**src/uvia_consts.svh**
```systemverilog
/*
 * Offsets, field positions, reset values and counts of the upstream
 * channel arbiter and isochronous window block.
 * Assumes byte offsets within their own space (config or memory window).
 */
`ifndef UVIA_CONSTS_SVH
`define UVIA_CONSTS_SVH

// ==========================================================
// memory window space
`define UVIA_ISO_CTRL_OFS 12'h004
`define UVIA_WIN0_CTRL_OFS 12'h008
`define UVIA_WIN_STRIDE 12'h00C
`define UVIA_WIN_BASE_DELTA 12'h004
`define UVIA_WIN_LIMIT_DELTA 12'h008
`define UVIA_NUM_WIN 4
`define UVIA_ISO_EN_BIT 0
`define UVIA_TIMED_EN_BIT 1
`define UVIA_AGGR_EN_BIT 2
`define UVIA_WIN_EN_BIT 0
`define UVIA_WIN_CLS_LSB 1

// ==========================================================
// configuration space
`define UVIA_GEN_CTRL_OFS 12'h0D4
`define UVIA_PVC_CTRL_OFS 12'h15C
`define UVIA_VC1_RES_OFS 12'h170
`define UVIA_TBL_OFS 12'h180
`define UVIA_TBL_LAST_OFS 12'h18C
`define UVIA_STRICT_BIT 25
`define UVIA_GEN_CTRL_RST 32'h0200_0000
`define UVIA_TBL_LOAD_BIT 0
`define UVIA_ARB_SEL_LSB 1
`define UVIA_PEND_BIT 16
`define UVIA_CH_EN_BIT 31
`define UVIA_CH_ID_LSB 24
`define UVIA_SEC_SEL_LSB 17
`define UVIA_MAP_LSB 0
`define UVIA_SEL_RR 3'h0
`define UVIA_SEL_WRR 3'h1
`define UVIA_SEC_TIMED 3'h4
`define UVIA_TBL_ENTRIES 32

`endif

```
**src/uvia_pkg.sv**
```systemverilog
/*
 * Types of the upstream channel arbiter block.
 * Assumes uvia_consts.svh is included by the design file.
 */
`default_nettype none
package uvia_pkg;
    typedef enum logic [1:0] {
        UVIA_STRICT = 2'h0,
        UVIA_RR = 2'h1,
        UVIA_WRR = 2'h3
    } uvia_mode_e;

    typedef enum logic [1:0] {
        UVIA_IDLE = 2'h0,
        UVIA_STOP = 2'h1
    } uvia_state_e;

    typedef struct packed {
        logic en;
        logic [2:0] cls;
        logic [31:0] base;
        logic [31:0] limit;
    } uvia_win_s;
endpackage

`default_nettype wire

```
**src/uvia_top.sv**
```systemverilog
/*
 * Upstream traffic-class windows, two-channel upstream arbiter and
 * aggressive stop of the secondary master, with its register file.
 * Assumes all inputs come from logic on mclk_in; one register access at
 * a time, answered one cycle later.
 */
`timescale 1ns/1ns
`default_nettype none
`include "uvia_consts.svh"

// Overview of operation
// aggressive mode: timing event stops secondary master mid-transfer
// aggressive mode needs timed setup plus bit 2 of isochrony control
// four windows label upstream memory traffic; unmatched traffic stays TC0
// window control bit 0 enables, bits 3:1 give the class
// three arbitration modes when VC1 enabled; strict priority after reset
// VC1 disabled means VC0 is always granted
// software sets isochrony enable and programs a window
// software maps each window class onto VC1 in the map field
// software sets channel enable bit 31 and identifier bits 26:24
// strict priority always serves pending VC1 before VC0
// general control bit 25 selects strict; zero selects table modes
// round-robin alternates between VC0 and VC1
// select field 000b round-robin, 001b weighted table
// weighted mode picks one channel per phase, low three bits id
// software gives one phase per channel identifier
// writing 1 to bit 0 copies visible table to working table
// pending bit reads 1 from table write until table loaded
// visible table is four words at 180h..18Ch, 32 entries
// software sets secondary arbiter select to 100b
// software keeps base and limit aligned, limit above base
// lowest numbered matching window supplies the class
module uvia_top
    import uvia_pkg::*;
(
    input wire logic mclk_in,
    input wire logic rst_in,
    input wire logic reg_space_in,
    input wire logic [11:2] reg_addr_in,
    input wire logic reg_wr_in,
    input wire logic reg_rd_in,
    input wire logic [3:0] reg_be_in,
    input wire logic [31:0] reg_wdata_in,
    output logic [31:0] reg_rdata_out,
    output logic reg_ack_out,
    input wire logic us_valid_in,
    input wire logic [31:0] us_addr_in,
    output logic tag_valid_out,
    output logic [2:0] tag_class_out,
    output logic tag_vc1_out,
    input wire logic vc0_req_in,
    input wire logic vc1_req_in,
    input wire logic link_ready_in,
    output logic grant_vc0_out,
    output logic grant_vc1_out,
    input wire logic timing_event_in,
    input wire logic sec_busy_in,
    output logic stop_master_out
);
    // ==========================================================
    // register file
    function automatic logic [31:0] merge(input logic [31:0] old,
                                          input logic [31:0] wd,
                                          input logic [3:0] be);
        logic [31:0] r;
        r = old;
        for (int b = 0; b < 4; b++) begin
            if (be[b]) begin
                r[b*8 +: 8] = wd[b*8 +: 8];
            end
        end
        return r;
    endfunction

    logic [31:0] iso_ctrl;
    logic [31:0] gen_ctrl;
    logic [31:0] vc1_res;
    logic [2:0] arb_sel;
    logic [31:0] tbl_vis [0:3];
    logic [3:0] tbl_int [0:`UVIA_TBL_ENTRIES-1];
    logic pending;
    uvia_win_s win [0:`UVIA_NUM_WIN-1];
    logic [11:0] byte_addr;
    logic cfg_wr;
    logic mem_wr;
    logic tbl_wr;
    logic load_req;

    assign byte_addr = {reg_addr_in, 2'b00};
    assign cfg_wr = reg_wr_in && !reg_space_in;
    assign mem_wr = reg_wr_in && reg_space_in;
    assign tbl_wr = cfg_wr && byte_addr >= `UVIA_TBL_OFS
                    && byte_addr <= `UVIA_TBL_LAST_OFS;
    assign load_req = cfg_wr && byte_addr == `UVIA_PVC_CTRL_OFS
                      && reg_be_in[0]
                      && reg_wdata_in[`UVIA_TBL_LOAD_BIT];

    always_ff @(posedge mclk_in or posedge rst_in) begin
        if (rst_in) begin
            gen_ctrl <= `UVIA_GEN_CTRL_RST;
            vc1_res <= 32'h0;
            arb_sel <= 3'h0;
        end else if (cfg_wr) begin
            case (byte_addr)
                `UVIA_GEN_CTRL_OFS: begin
                    gen_ctrl <= merge(gen_ctrl, reg_wdata_in, reg_be_in);
                end
                `UVIA_PVC_CTRL_OFS: begin
                    if (reg_be_in[0]) begin
                        arb_sel <= reg_wdata_in[`UVIA_ARB_SEL_LSB +: 3];
                    end
                end
                `UVIA_VC1_RES_OFS: begin
                    vc1_res <= merge(vc1_res, reg_wdata_in, reg_be_in);
                end
                default: begin
                end
            endcase
        end
    end

    always_ff @(posedge mclk_in or posedge rst_in) begin
        if (rst_in) begin
            iso_ctrl <= 32'h0;
            for (int n = 0; n < `UVIA_NUM_WIN; n++) begin
                win[n] <= '0;
            end
        end else if (mem_wr) begin
            if (byte_addr == `UVIA_ISO_CTRL_OFS) begin
                iso_ctrl <= merge(iso_ctrl, reg_wdata_in, reg_be_in);
            end
            for (int n = 0; n < `UVIA_NUM_WIN; n++) begin
                if (byte_addr == `UVIA_WIN0_CTRL_OFS
                                 + 12'(n) * `UVIA_WIN_STRIDE
                    && reg_be_in[0]) begin
                    win[n].en <= reg_wdata_in[`UVIA_WIN_EN_BIT];
                    win[n].cls <= reg_wdata_in[`UVIA_WIN_CLS_LSB +: 3];
                end
                if (byte_addr == `UVIA_WIN0_CTRL_OFS
                                 + 12'(n) * `UVIA_WIN_STRIDE
                                 + `UVIA_WIN_BASE_DELTA) begin
                    win[n].base <= merge(win[n].base, reg_wdata_in,
                                         reg_be_in);
                end
                if (byte_addr == `UVIA_WIN0_CTRL_OFS
                                 + 12'(n) * `UVIA_WIN_STRIDE
                                 + `UVIA_WIN_LIMIT_DELTA) begin
                    win[n].limit <= merge(win[n].limit, reg_wdata_in,
                                          reg_be_in);
                end
            end
        end
    end

    // ==========================================================
    // visible and working channel tables
    always_ff @(posedge mclk_in or posedge rst_in) begin
        if (rst_in) begin
            for (int d = 0; d < 4; d++) begin
                tbl_vis[d] <= 32'h0;
            end
        end else if (tbl_wr) begin
            tbl_vis[byte_addr[3:2]] <= merge(tbl_vis[byte_addr[3:2]],
                                             reg_wdata_in, reg_be_in);
        end
    end

    always_ff @(posedge mclk_in or posedge rst_in) begin
        if (rst_in) begin
            for (int i = 0; i < `UVIA_TBL_ENTRIES; i++) begin
                tbl_int[i] <= 4'h0;
            end
        end else if (load_req) begin
            for (int i = 0; i < `UVIA_TBL_ENTRIES; i++) begin
                tbl_int[i] <= tbl_vis[i / 8][(i % 8) * 4 +: 4];
            end
        end
    end

    // a table write wins over a load in the same cycle
    always_ff @(posedge mclk_in or posedge rst_in) begin
        if (rst_in) begin
            pending <= 1'b0;
        end else if (tbl_wr) begin
            pending <= 1'b1;
        end else if (load_req) begin
            pending <= 1'b0;
        end
    end

    logic [31:0] next_rdata;
    always_comb begin
        next_rdata = 32'h0;
        if (reg_space_in) begin
            if (byte_addr == `UVIA_ISO_CTRL_OFS) begin
                next_rdata = iso_ctrl;
            end
            for (int n = 0; n < `UVIA_NUM_WIN; n++) begin
                if (byte_addr == `UVIA_WIN0_CTRL_OFS
                                 + 12'(n) * `UVIA_WIN_STRIDE) begin
                    next_rdata = {28'h0, win[n].cls, win[n].en};
                end
                if (byte_addr == `UVIA_WIN0_CTRL_OFS
                                 + 12'(n) * `UVIA_WIN_STRIDE
                                 + `UVIA_WIN_BASE_DELTA) begin
                    next_rdata = win[n].base;
                end
                if (byte_addr == `UVIA_WIN0_CTRL_OFS
                                 + 12'(n) * `UVIA_WIN_STRIDE
                                 + `UVIA_WIN_LIMIT_DELTA) begin
                    next_rdata = win[n].limit;
                end
            end
        end else begin
            case (byte_addr)
                `UVIA_GEN_CTRL_OFS: next_rdata = gen_ctrl;
                `UVIA_VC1_RES_OFS: next_rdata = vc1_res;
                `UVIA_PVC_CTRL_OFS: begin
                    next_rdata = {15'h0, pending, 12'h0, arb_sel, 1'b0};
                end
                default: begin
                    if (byte_addr >= `UVIA_TBL_OFS
                        && byte_addr <= `UVIA_TBL_LAST_OFS) begin
                        next_rdata = tbl_vis[byte_addr[3:2]];
                    end
                end
            endcase
        end
    end

    always_ff @(posedge mclk_in or posedge rst_in) begin
        if (rst_in) begin
            reg_rdata_out <= 32'h0;
            reg_ack_out <= 1'b0;
        end else begin
            reg_ack_out <= reg_rd_in || reg_wr_in;
            reg_rdata_out <= reg_rd_in ? next_rdata : 32'h0;
        end
    end

    // ==========================================================
    // traffic-class labelling
    logic ch_en;
    logic [2:0] ch_id;
    logic [2:0] next_class;
    assign ch_en = vc1_res[`UVIA_CH_EN_BIT];
    assign ch_id = vc1_res[`UVIA_CH_ID_LSB +: 3];

    always_comb begin
        next_class = 3'h0;
        // walk downward so the lowest matching window is applied last
        for (int n = `UVIA_NUM_WIN - 1; n >= 0; n--) begin
            if (win[n].en && us_addr_in >= win[n].base
                && us_addr_in <= win[n].limit) begin
                next_class = win[n].cls;
            end
        end
    end

    always_ff @(posedge mclk_in or posedge rst_in) begin
        if (rst_in) begin
            tag_valid_out <= 1'b0;
            tag_class_out <= 3'h0;
            tag_vc1_out <= 1'b0;
        end else begin
            tag_valid_out <= us_valid_in;
            tag_class_out <= us_valid_in ? next_class : 3'h0;
            tag_vc1_out <= us_valid_in && ch_en
                           && iso_ctrl[`UVIA_ISO_EN_BIT]
                           && vc1_res[`UVIA_MAP_LSB + next_class];
        end
    end

    // ==========================================================
    // upstream channel arbiter
    uvia_mode_e mode;
    logic [4:0] phase;
    logic last_vc1;
    logic decide;
    logic next_g0;
    logic next_g1;
    logic [3:0] entry;

    assign entry = tbl_int[phase];
    assign decide = link_ready_in && (vc0_req_in || vc1_req_in);

    always_comb begin
        if (gen_ctrl[`UVIA_STRICT_BIT]) begin
            mode = UVIA_STRICT;
        end else if (arb_sel == `UVIA_SEL_WRR) begin
            mode = UVIA_WRR;
        end else begin
            mode = UVIA_RR;
        end
    end

    always_comb begin
        next_g0 = 1'b0;
        next_g1 = 1'b0;
        if (!decide) begin
            next_g0 = 1'b0;
        end else if (!ch_en || !vc1_req_in) begin
            next_g0 = vc0_req_in;
        end else if (!vc0_req_in) begin
            next_g1 = 1'b1;
        end else begin
            case (mode)
                UVIA_STRICT: next_g1 = 1'b1;
                UVIA_RR: next_g1 = !last_vc1;
                UVIA_WRR: next_g1 = entry[2:0] == ch_id;
                default: next_g1 = 1'b1;
            endcase
            next_g0 = !next_g1;
        end
    end

    always_ff @(posedge mclk_in or posedge rst_in) begin
        if (rst_in) begin
            grant_vc0_out <= 1'b0;
            grant_vc1_out <= 1'b0;
            last_vc1 <= 1'b0;
            phase <= 5'h0;
        end else begin
            grant_vc0_out <= next_g0;
            grant_vc1_out <= next_g1;
            if (next_g0 || next_g1) begin
                last_vc1 <= next_g1;
            end
            if (decide && mode == UVIA_WRR) begin
                phase <= phase + 5'h1;
            end
        end
    end

    // ==========================================================
    // aggressive stop of the secondary master
    uvia_state_e state;
    logic aggressive;
    assign aggressive = iso_ctrl[`UVIA_TIMED_EN_BIT]
                        && iso_ctrl[`UVIA_AGGR_EN_BIT]
                        && vc1_res[`UVIA_SEC_SEL_LSB +: 3]
                           == `UVIA_SEC_TIMED;

    // stop holds until the master leaves the bus
    always_ff @(posedge mclk_in or posedge rst_in) begin
        if (rst_in) begin
            state <= UVIA_IDLE;
        end else begin
            case (state)
                UVIA_IDLE: begin
                    if (aggressive && timing_event_in && sec_busy_in) begin
                        state <= UVIA_STOP;
                    end
                end
                UVIA_STOP: begin
                    if (!sec_busy_in) begin
                        state <= UVIA_IDLE;
                    end
                end
                default: state <= UVIA_IDLE;
            endcase
        end
    end
    assign stop_master_out = state == UVIA_STOP;
endmodule // uvia_top

`default_nettype wire

```
**config.mk**
```make
export PLATFORM = sky130hd
export DESIGN_NAME = uvia_top
export DESIGN_NICKNAME = d
export VERILOG_FILES = /design/src/uvia_pkg.sv /design/src/uvia_top.sv
export VERILOG_INCLUDE_DIRS = /design/src
export SDC_FILE = /design/constraint.sdc
export NUM_CORES = 2
export LEC_CHECK = 0
export ABC_CLOCK_PERIOD_IN_PS = 22900
export CAP_MARGIN = 20
export CORE_ASPECT_RATIO = 2
export CORE_UTILIZATION = 58
export DETAILED_ROUTE_END_ITERATION = 10
export DONT_BUFFER_PORTS = 1
export HOLD_SLACK_MARGIN = 0.1
export PLACE_DENSITY = 0.72
export REMOVE_ABC_BUFFERS = 1
export SLEW_MARGIN = 0
export SYNTH_ARGS = -nofsm -noshare
export SYNTH_HDL_FRONTEND = slang
export SYNTH_SLANG_ARGS = --single-unit
export TNS_END_PERCENT = 100
```
**constraint.sdc**
```tcl
create_clock -name mclk_in -period 22.9 [get_ports mclk_in]
set_clock_uncertainty 0.2 [all_clocks]
set_input_delay 3.435 -clock mclk_in [delete_from_list [all_inputs] [get_ports mclk_in]]
set_output_delay 3.435 -clock mclk_in [all_outputs]
set_load 0.01 [all_outputs]
```
* After elaboration in Yosys (flattened, before gate mapping)
Index checks and enable logic that the tools add are counted.
** Word-level totals
- Bits in registers :: 676
- Word-level logic and storage cells :: 290
** Cells by class
- Add/sub/neg operators :: 1
- Reductions and logical operators :: 91
- Bitwise logic cells :: 2
- Multiplexer cells :: 58
- Order comparisons :: 14
- Equality and inequality tests :: 24
** Operators with widths (count)
- 2-to-1 mux 32 bit :: 19
- AND reduction 3 bit :: 45
- bitwise mux 128 bit :: 1
- >= comparator 32 bit :: 4
- less-or-equal comparator 32 bit :: 4
- one-hot mux 32 bit (3 select lines) :: 1
- binary-select mux 32 bit (select 2 bit) :: 1
- demux 32 bit (select 2 bit) :: 1
- 2-to-1 mux 8 bit :: 8
- == test 10 x 4 -> 1 bit, second input constant :: 6
- == test 10 x 3 -> 1 bit, second input constant :: 4
- logical AND 1 bit :: 30
- 2-to-1 mux 3 bit :: 7
- binary-select mux 4 bit (select 5 bit) :: 1
- == test 10 x 2 -> 1 bit, second input constant :: 2
- == test 10 x 7 -> 1 bit, second input constant :: 2
- >= comparator 12 x 9 -> 1 bit, second input constant :: 1
- less-or-equal comparator 12 x 9 -> 1 bit, second input constant :: 1
- 2-to-1 mux 1 bit :: 12
- == test 10 x 1 -> 1 bit, second input constant :: 1
- == test 10 x 6 -> 1 bit, second input constant :: 1
- AND reduction 2 bit :: 5
- 2-to-1 mux 2 bit :: 4
- >= comparator 6 bit, second input constant :: 1
- other kinds (19) :: 28

* Depth between registers and ports, before layout
- Depth in word-level cells :: 16
- Mapped depth :: 13

* Worst setup path before layout
Ideal clock, no wire load.
- Path kind :: input port to flip-flop
- From :: input port us_addr_in[0]
- To :: register tag_vc1_out
- Data required time :: 22.575 ns
- Arrival :: 6.072 ns
- Slack :: 16.503 ns
- Path buffers :: 0
- Stages on the path :: 13
- Cells stage by stage :: inv_1 > ha_1 > nor3b_1 > o21ai_1 > a211oi_1 > o21ai_0 > a2111oi_0 > and2b_1 > a311o_1 > o2bb2ai_2 > a211oi_1 > a211oi_1 > mux2_2
** Between the ends
- Word-level cells in the longest chain between the ends :: 10
- Elaborated cells on any way between the ends :: 23
- Those cells by class :: order compare: 8; mux: 6; reduce/logical: 9
** Ends and longest elaborated chain
- start: declaration :: RTL line uvia_top.sv:47 : input wire logic [31:0] us_addr_in,
- >= comparator 32 bit :: RTL line uvia_top.sv:253 : if (win[n].en && us_addr_in >= win[n].base
- logical AND 1 bit :: RTL line uvia_top.sv:253
- logical AND 1 bit :: RTL line uvia_top.sv:254 : && us_addr_in <= win[n].limit) begin
- 2-to-1 mux 3 bit (3 in series) :: RTL line uvia_top.sv:253
- 2-to-1 mux 3 bit (*) :: RTL line uvia_top.sv:253
- binary-select mux 1 bit (select 3 bit) (*) :: RTL line uvia_top.sv:270 : && vc1_res[`UVIA_MAP_LSB + next_class];
- 2-to-1 mux 1 bit (*) :: RTL line uvia_top.sv:270
- logical AND 1 bit (*) :: RTL line uvia_top.sv:268 : tag_vc1_out <= us_valid_in && ch_en
- end signal: assignment :: RTL line uvia_top.sv:268
- end: declaration :: RTL line uvia_top.sv:50 : output logic tag_vc1_out,
Mark *: on every way between the ends. The rest lies on a longest branch, timed or not. The select of a mux whose other input is x is not followed.
A chain may end at the register's enable or synchronous reset.

* Final worst setup path
Ends and elaborated chain as after synthesis.

==> flow_metrics.env <==
export IMPL_status="finished with violations"
export IMPL_violations="slew limit"
export IMPL_worst_rel_slew_slack_pct=-0.493
export IMPL_synth_top_area_share_pct=46.9
export IMPL_drt_vias_per_instance=6.69
export IMPL_synth_warnings=0
export IMPL_postRouteWirelength_um=127000
export IMPL_critPathCaptureType="flop"
export IMPL_leakage_nw=17.6
export IMPL_peakVddDrop_mv=0.0743
export IMPL_min_tclk_post_route_ns=7.24
export IMPL_synth_flop_cell="sky130_fd_sc_hd__dfrtp_1"
export IMPL_track_usage_pct=42.7
export IMPL_grt_first_pass_wirelength_um=185000
export IMPL_grt_remaining_overflow=0
export IMPL_synth_enable_flop_cells=0
export IMPL_htree_num_levels=2
export IMPL_worst_skew_pair_later_pin_latency_ns=0.64
export IMPL_yosysUniqueCellTypes=74
export IMPL_timing_critical_path_fanout_max=8
export IMPL_power_density_cell_area_nw_per_um2=60.5
export IMPL_area_fraction_in_compound_gates_after_synthesis_pct=14.0
export IMPL_drc=0
export IMPL_syn_instance_count=3296
export IMPL_fp_row_count=125
export IMPL_die_area_um2=60000
export IMPL_first_global_vias=27800
export IMPL_setup_worst_path_class="primary input to flop"
export IMPL_start_util_pct=58.8
export IMPL_setup_tns_ns=0
export IMPL_timing_max_transition_violations_final=3
export IMPL_dr_total_vias=26900
export IMPL_finalCritPeriodShare_pct=31.6
export IMPL_achievable_frequency_mhz=138
export IMPL_fraction_of_final_layout_cells_sized_beyond_drive_strength_1_pct=15.7
export IMPL_max_clock_path_buffers=3
export IMPL_hp_class="flop to flop"
export IMPL_post_synth_xor_area_fraction_pct=0.179
export IMPL_start_kind="primary input"
export IMPL_synth_mux_area_share_pct=14.9
export IMPL_maxCapViolCount=0
export IMPL_synth_area_leaders="sky130_fd_sc_hd__dfrtp_1 (47%), sky130_fd_sc_hd__ha_1 (9.4%), sky130_fd_sc_hd__mux2_2 (9.2%), sky130_fd_sc_hd__o21ai_0 (5.9%), sky130_fd_sc_hd__nand2_1 (5.4%)"
export IMPL_synth_top_area_cell="sky130_fd_sc_hd__dfrtp_1"
export IMPL_cts_repair_resized=0
export IMPL_cts_setup_buffers=0
export IMPL_io_pin_count=130
export IMPL_synthAdderAreaFrac_pct=9.39
export IMPL_syn_to_final_growth_pct=7.59
export IMPL_clock_tree_from_tritoncts="yes"
export IMPL_clock_root_buffer="sky130_fd_sc_hd__clkbuf_16"
export IMPL_cts_inserted_buffers=57
export IMPL_maximum_number_of_pins_on_one_net_before_global_route_repair=155
export IMPL_dp_final_hpwl_um=93200
export IMPL_final_hold_violation_count=0
export IMPL_register_bit_count_reported_by_yosys=643
export IMPL_post_synth_instance_area_um2=34200
export IMPL_rsz0062_at_grt="false"
export IMPL_yosysMostFrequentCell="sky130_fd_sc_hd__dfrtp_1"
export IMPL_drt_first_iter_violations=2486
export IMPL_worst_path_required_time_ns=23.22
export IMPL_route_antenna_remaining_nets=0
export IMPL_place_congestion=1.03
export IMPL_core_region_area_um2=58200
export IMPL_yosysSeqAreaShare_pct=47.0
export IMPL_clk_transition_reported_paths_ns=0.07
export IMPL_clock_sinks=643
export IMPL_post_route_cell_area_um2=36800
export IMPL_finish_stage_setup_viols=0
export IMPL_synth_top_family_by_area="multiplexers"
export IMPL_critical_path_arrival_ns=7.56
export IMPL_port_buffers=0
export IMPL_initial_antenna_violation_count=5
export IMPL_synth_top_cells_by_count="sky130_fd_sc_hd__dfrtp_1 (642), sky130_fd_sc_hd__nand2_1 (496), sky130_fd_sc_hd__o21ai_0 (406), sky130_fd_sc_hd__mux2_2 (280), sky130_fd_sc_hd__inv_1 (261)"
export IMPL_async_reset_ff_share_pct=100
export IMPL_floorplan_die_height_um=346
export IMPL_yosys_area_share_simple_pct=9.70
export IMPL_hold_buffers=0
export IMPL_slew_at_the_pin_with_the_worst_max_slew_slack_ns=1.51
export IMPL_syn_avg_cell_area_um2=10.4
export IMPL_die_w_um=174
export IMPL_dpl_instance_area_um2=34900
export IMPL_finalNetCount=3569
export IMPL_wire_per_inst_um=31.5
export IMPL_first_pass_iters=9
[registers in the layout (all words and copies together) (netlist names), 3 cells and up]
register	flops
arb_sel	3
gen_ctrl	32
iso_ctrl	32
phase	5
reg_rdata_out	32
tag_class_out	3
tbl_int	96
tbl_vis	128
vc1_res	32
win	272
[area by class of cell]
| class | instances | area (um^2) |
|---|---|---|
| Tap cell | 762 | 953 |
| Inverter | 261 | 987 |
| Fill cell | 4679 | 21400 |
| Clock inverter | 21 | 190 |
| Antenna cell | 3 | 7.51 |
| Multi-Input combinational cell | 2214 | 16600 |
| Timing Repair Buffer | 46 | 419 |
| Sequential cell | 643 | 16100 |
| Clock buffer | 79 | 1620 |
[final timing paths]
kind,depth (start not counted),end,slack (ns),start
setup / recovery,13,tag_vc1_out$_DFF_PP0_,15.66,us_addr_in[0]
hold / removal,2,tbl_vis[11]$_DFFE_PP0P_,0.28,tbl_vis[11]$_DFFE_PP0P_
setup reg to reg,13,tag_vc1_out$_DFF_PP0_,17.93,win[177]$_DFFE_PP0P_
hold reg to reg,2,tbl_vis[11]$_DFFE_PP0P_,0.28,tbl_vis[11]$_DFFE_PP0P_
max in group asynchronous,4,win[101]$_DFFE_PP0P_,17.63,rst_in
min in group asynchronous,1,tbl_vis[15]$_DFFE_PP0P_,2.34,rst_in
[worst max-delay path: stages]
cell and delay, ns:
sky130_fd_sc_hd__inv_1 0.34, sky130_fd_sc_hd__ha_1 0.32, sky130_fd_sc_hd__nor3b_1 0.18, sky130_fd_sc_hd__o21ai_1 0.13
sky130_fd_sc_hd__a211oi_1 0.74, sky130_fd_sc_hd__o21ai_0 0.22, sky130_fd_sc_hd__a2111oi_0 0.71, sky130_fd_sc_hd__and2b_1 0.30
sky130_fd_sc_hd__a311o_1 0.34, sky130_fd_sc_hd__o2bb2ai_2 0.19, sky130_fd_sc_hd__a211oi_1 0.29, sky130_fd_sc_hd__a211oi_1 0.08
sky130_fd_sc_hd__mux2_2 0.28
[cells in the final DEF (no fill, tap or decap), drive strengths merged, types with 9 or more instances in the layout]
cell type and count:
mux2 280, o21a 11, nor2b 9, a221oi 65, mux2i 54, a211oi 19, nand4 47, a31oi 26
clkbuf 79, clkinv 18, mux4 62, nor3 17, and3 9, buf 46, inv 262, o211ai 12
nand3 29, nand2 496, ha 257, a222oi 9, dfrtp 642, o21ai 408, nor2 106, a21oi 91
a22oi 56, nand2b 12, a21o 23, o22ai 11
[per-layer routing]
| layer | share of wire (%) | global-route usage, % |
|---|---|---|
| met5 | 0.0079 | 0 |
| met4 | 11 | 36.4 |
| met3 | 6.9 | 7.87 |
| met2 | 50 | 73.0 |
| met1 | 33 | 45.3 |
[power breakdown]
| group | total (W) | internal, W | leakage (nW) | switching (W) |
|---|---|---|---|---|
| Clock | 0.000960 | 0.000506 | 0.899 | 0.000454 |
| Sequential | 0.00115 | 0.00114 | 7.97 | 0.00000713 |
| Combinational | 0.000116 | 0.0000386 | 8.78 | 0.0000773 |
| Total | 0.00223 | 0.00169 | 17.6 | 0.000539 |
[kinds of logic (layout without fill, tap and decap cells)]
group,count (synthesis),in the layout
AO/OA/AOI/OAI,783,783
XOR/XNOR,7,7
adder cells (fa/ha/maj),257,257
buffers and inverters,439,407
flip-flops,643,643
multiplexers,396,396
other,0,3
AND/OR/NAND/NOR,771,771
[through the flow]
stage                     cells  hold WS [ns]  setup slack (ns)  util, %  power (W)
after floorplan            3118         0.245              1.25        -    0.00124
after global placement     3918         0.256             14.92     60.0    0.00128
after detailed placement   3920         0.270             15.06     60.0    0.00128
after CTS                  4020         0.286             15.71     63.1    0.00223
after global routing       4027         0.308             15.55     63.3    0.00229
final                      4029         0.284             15.66     63.3    0.00223
Power figures use the tool's default switching activity.
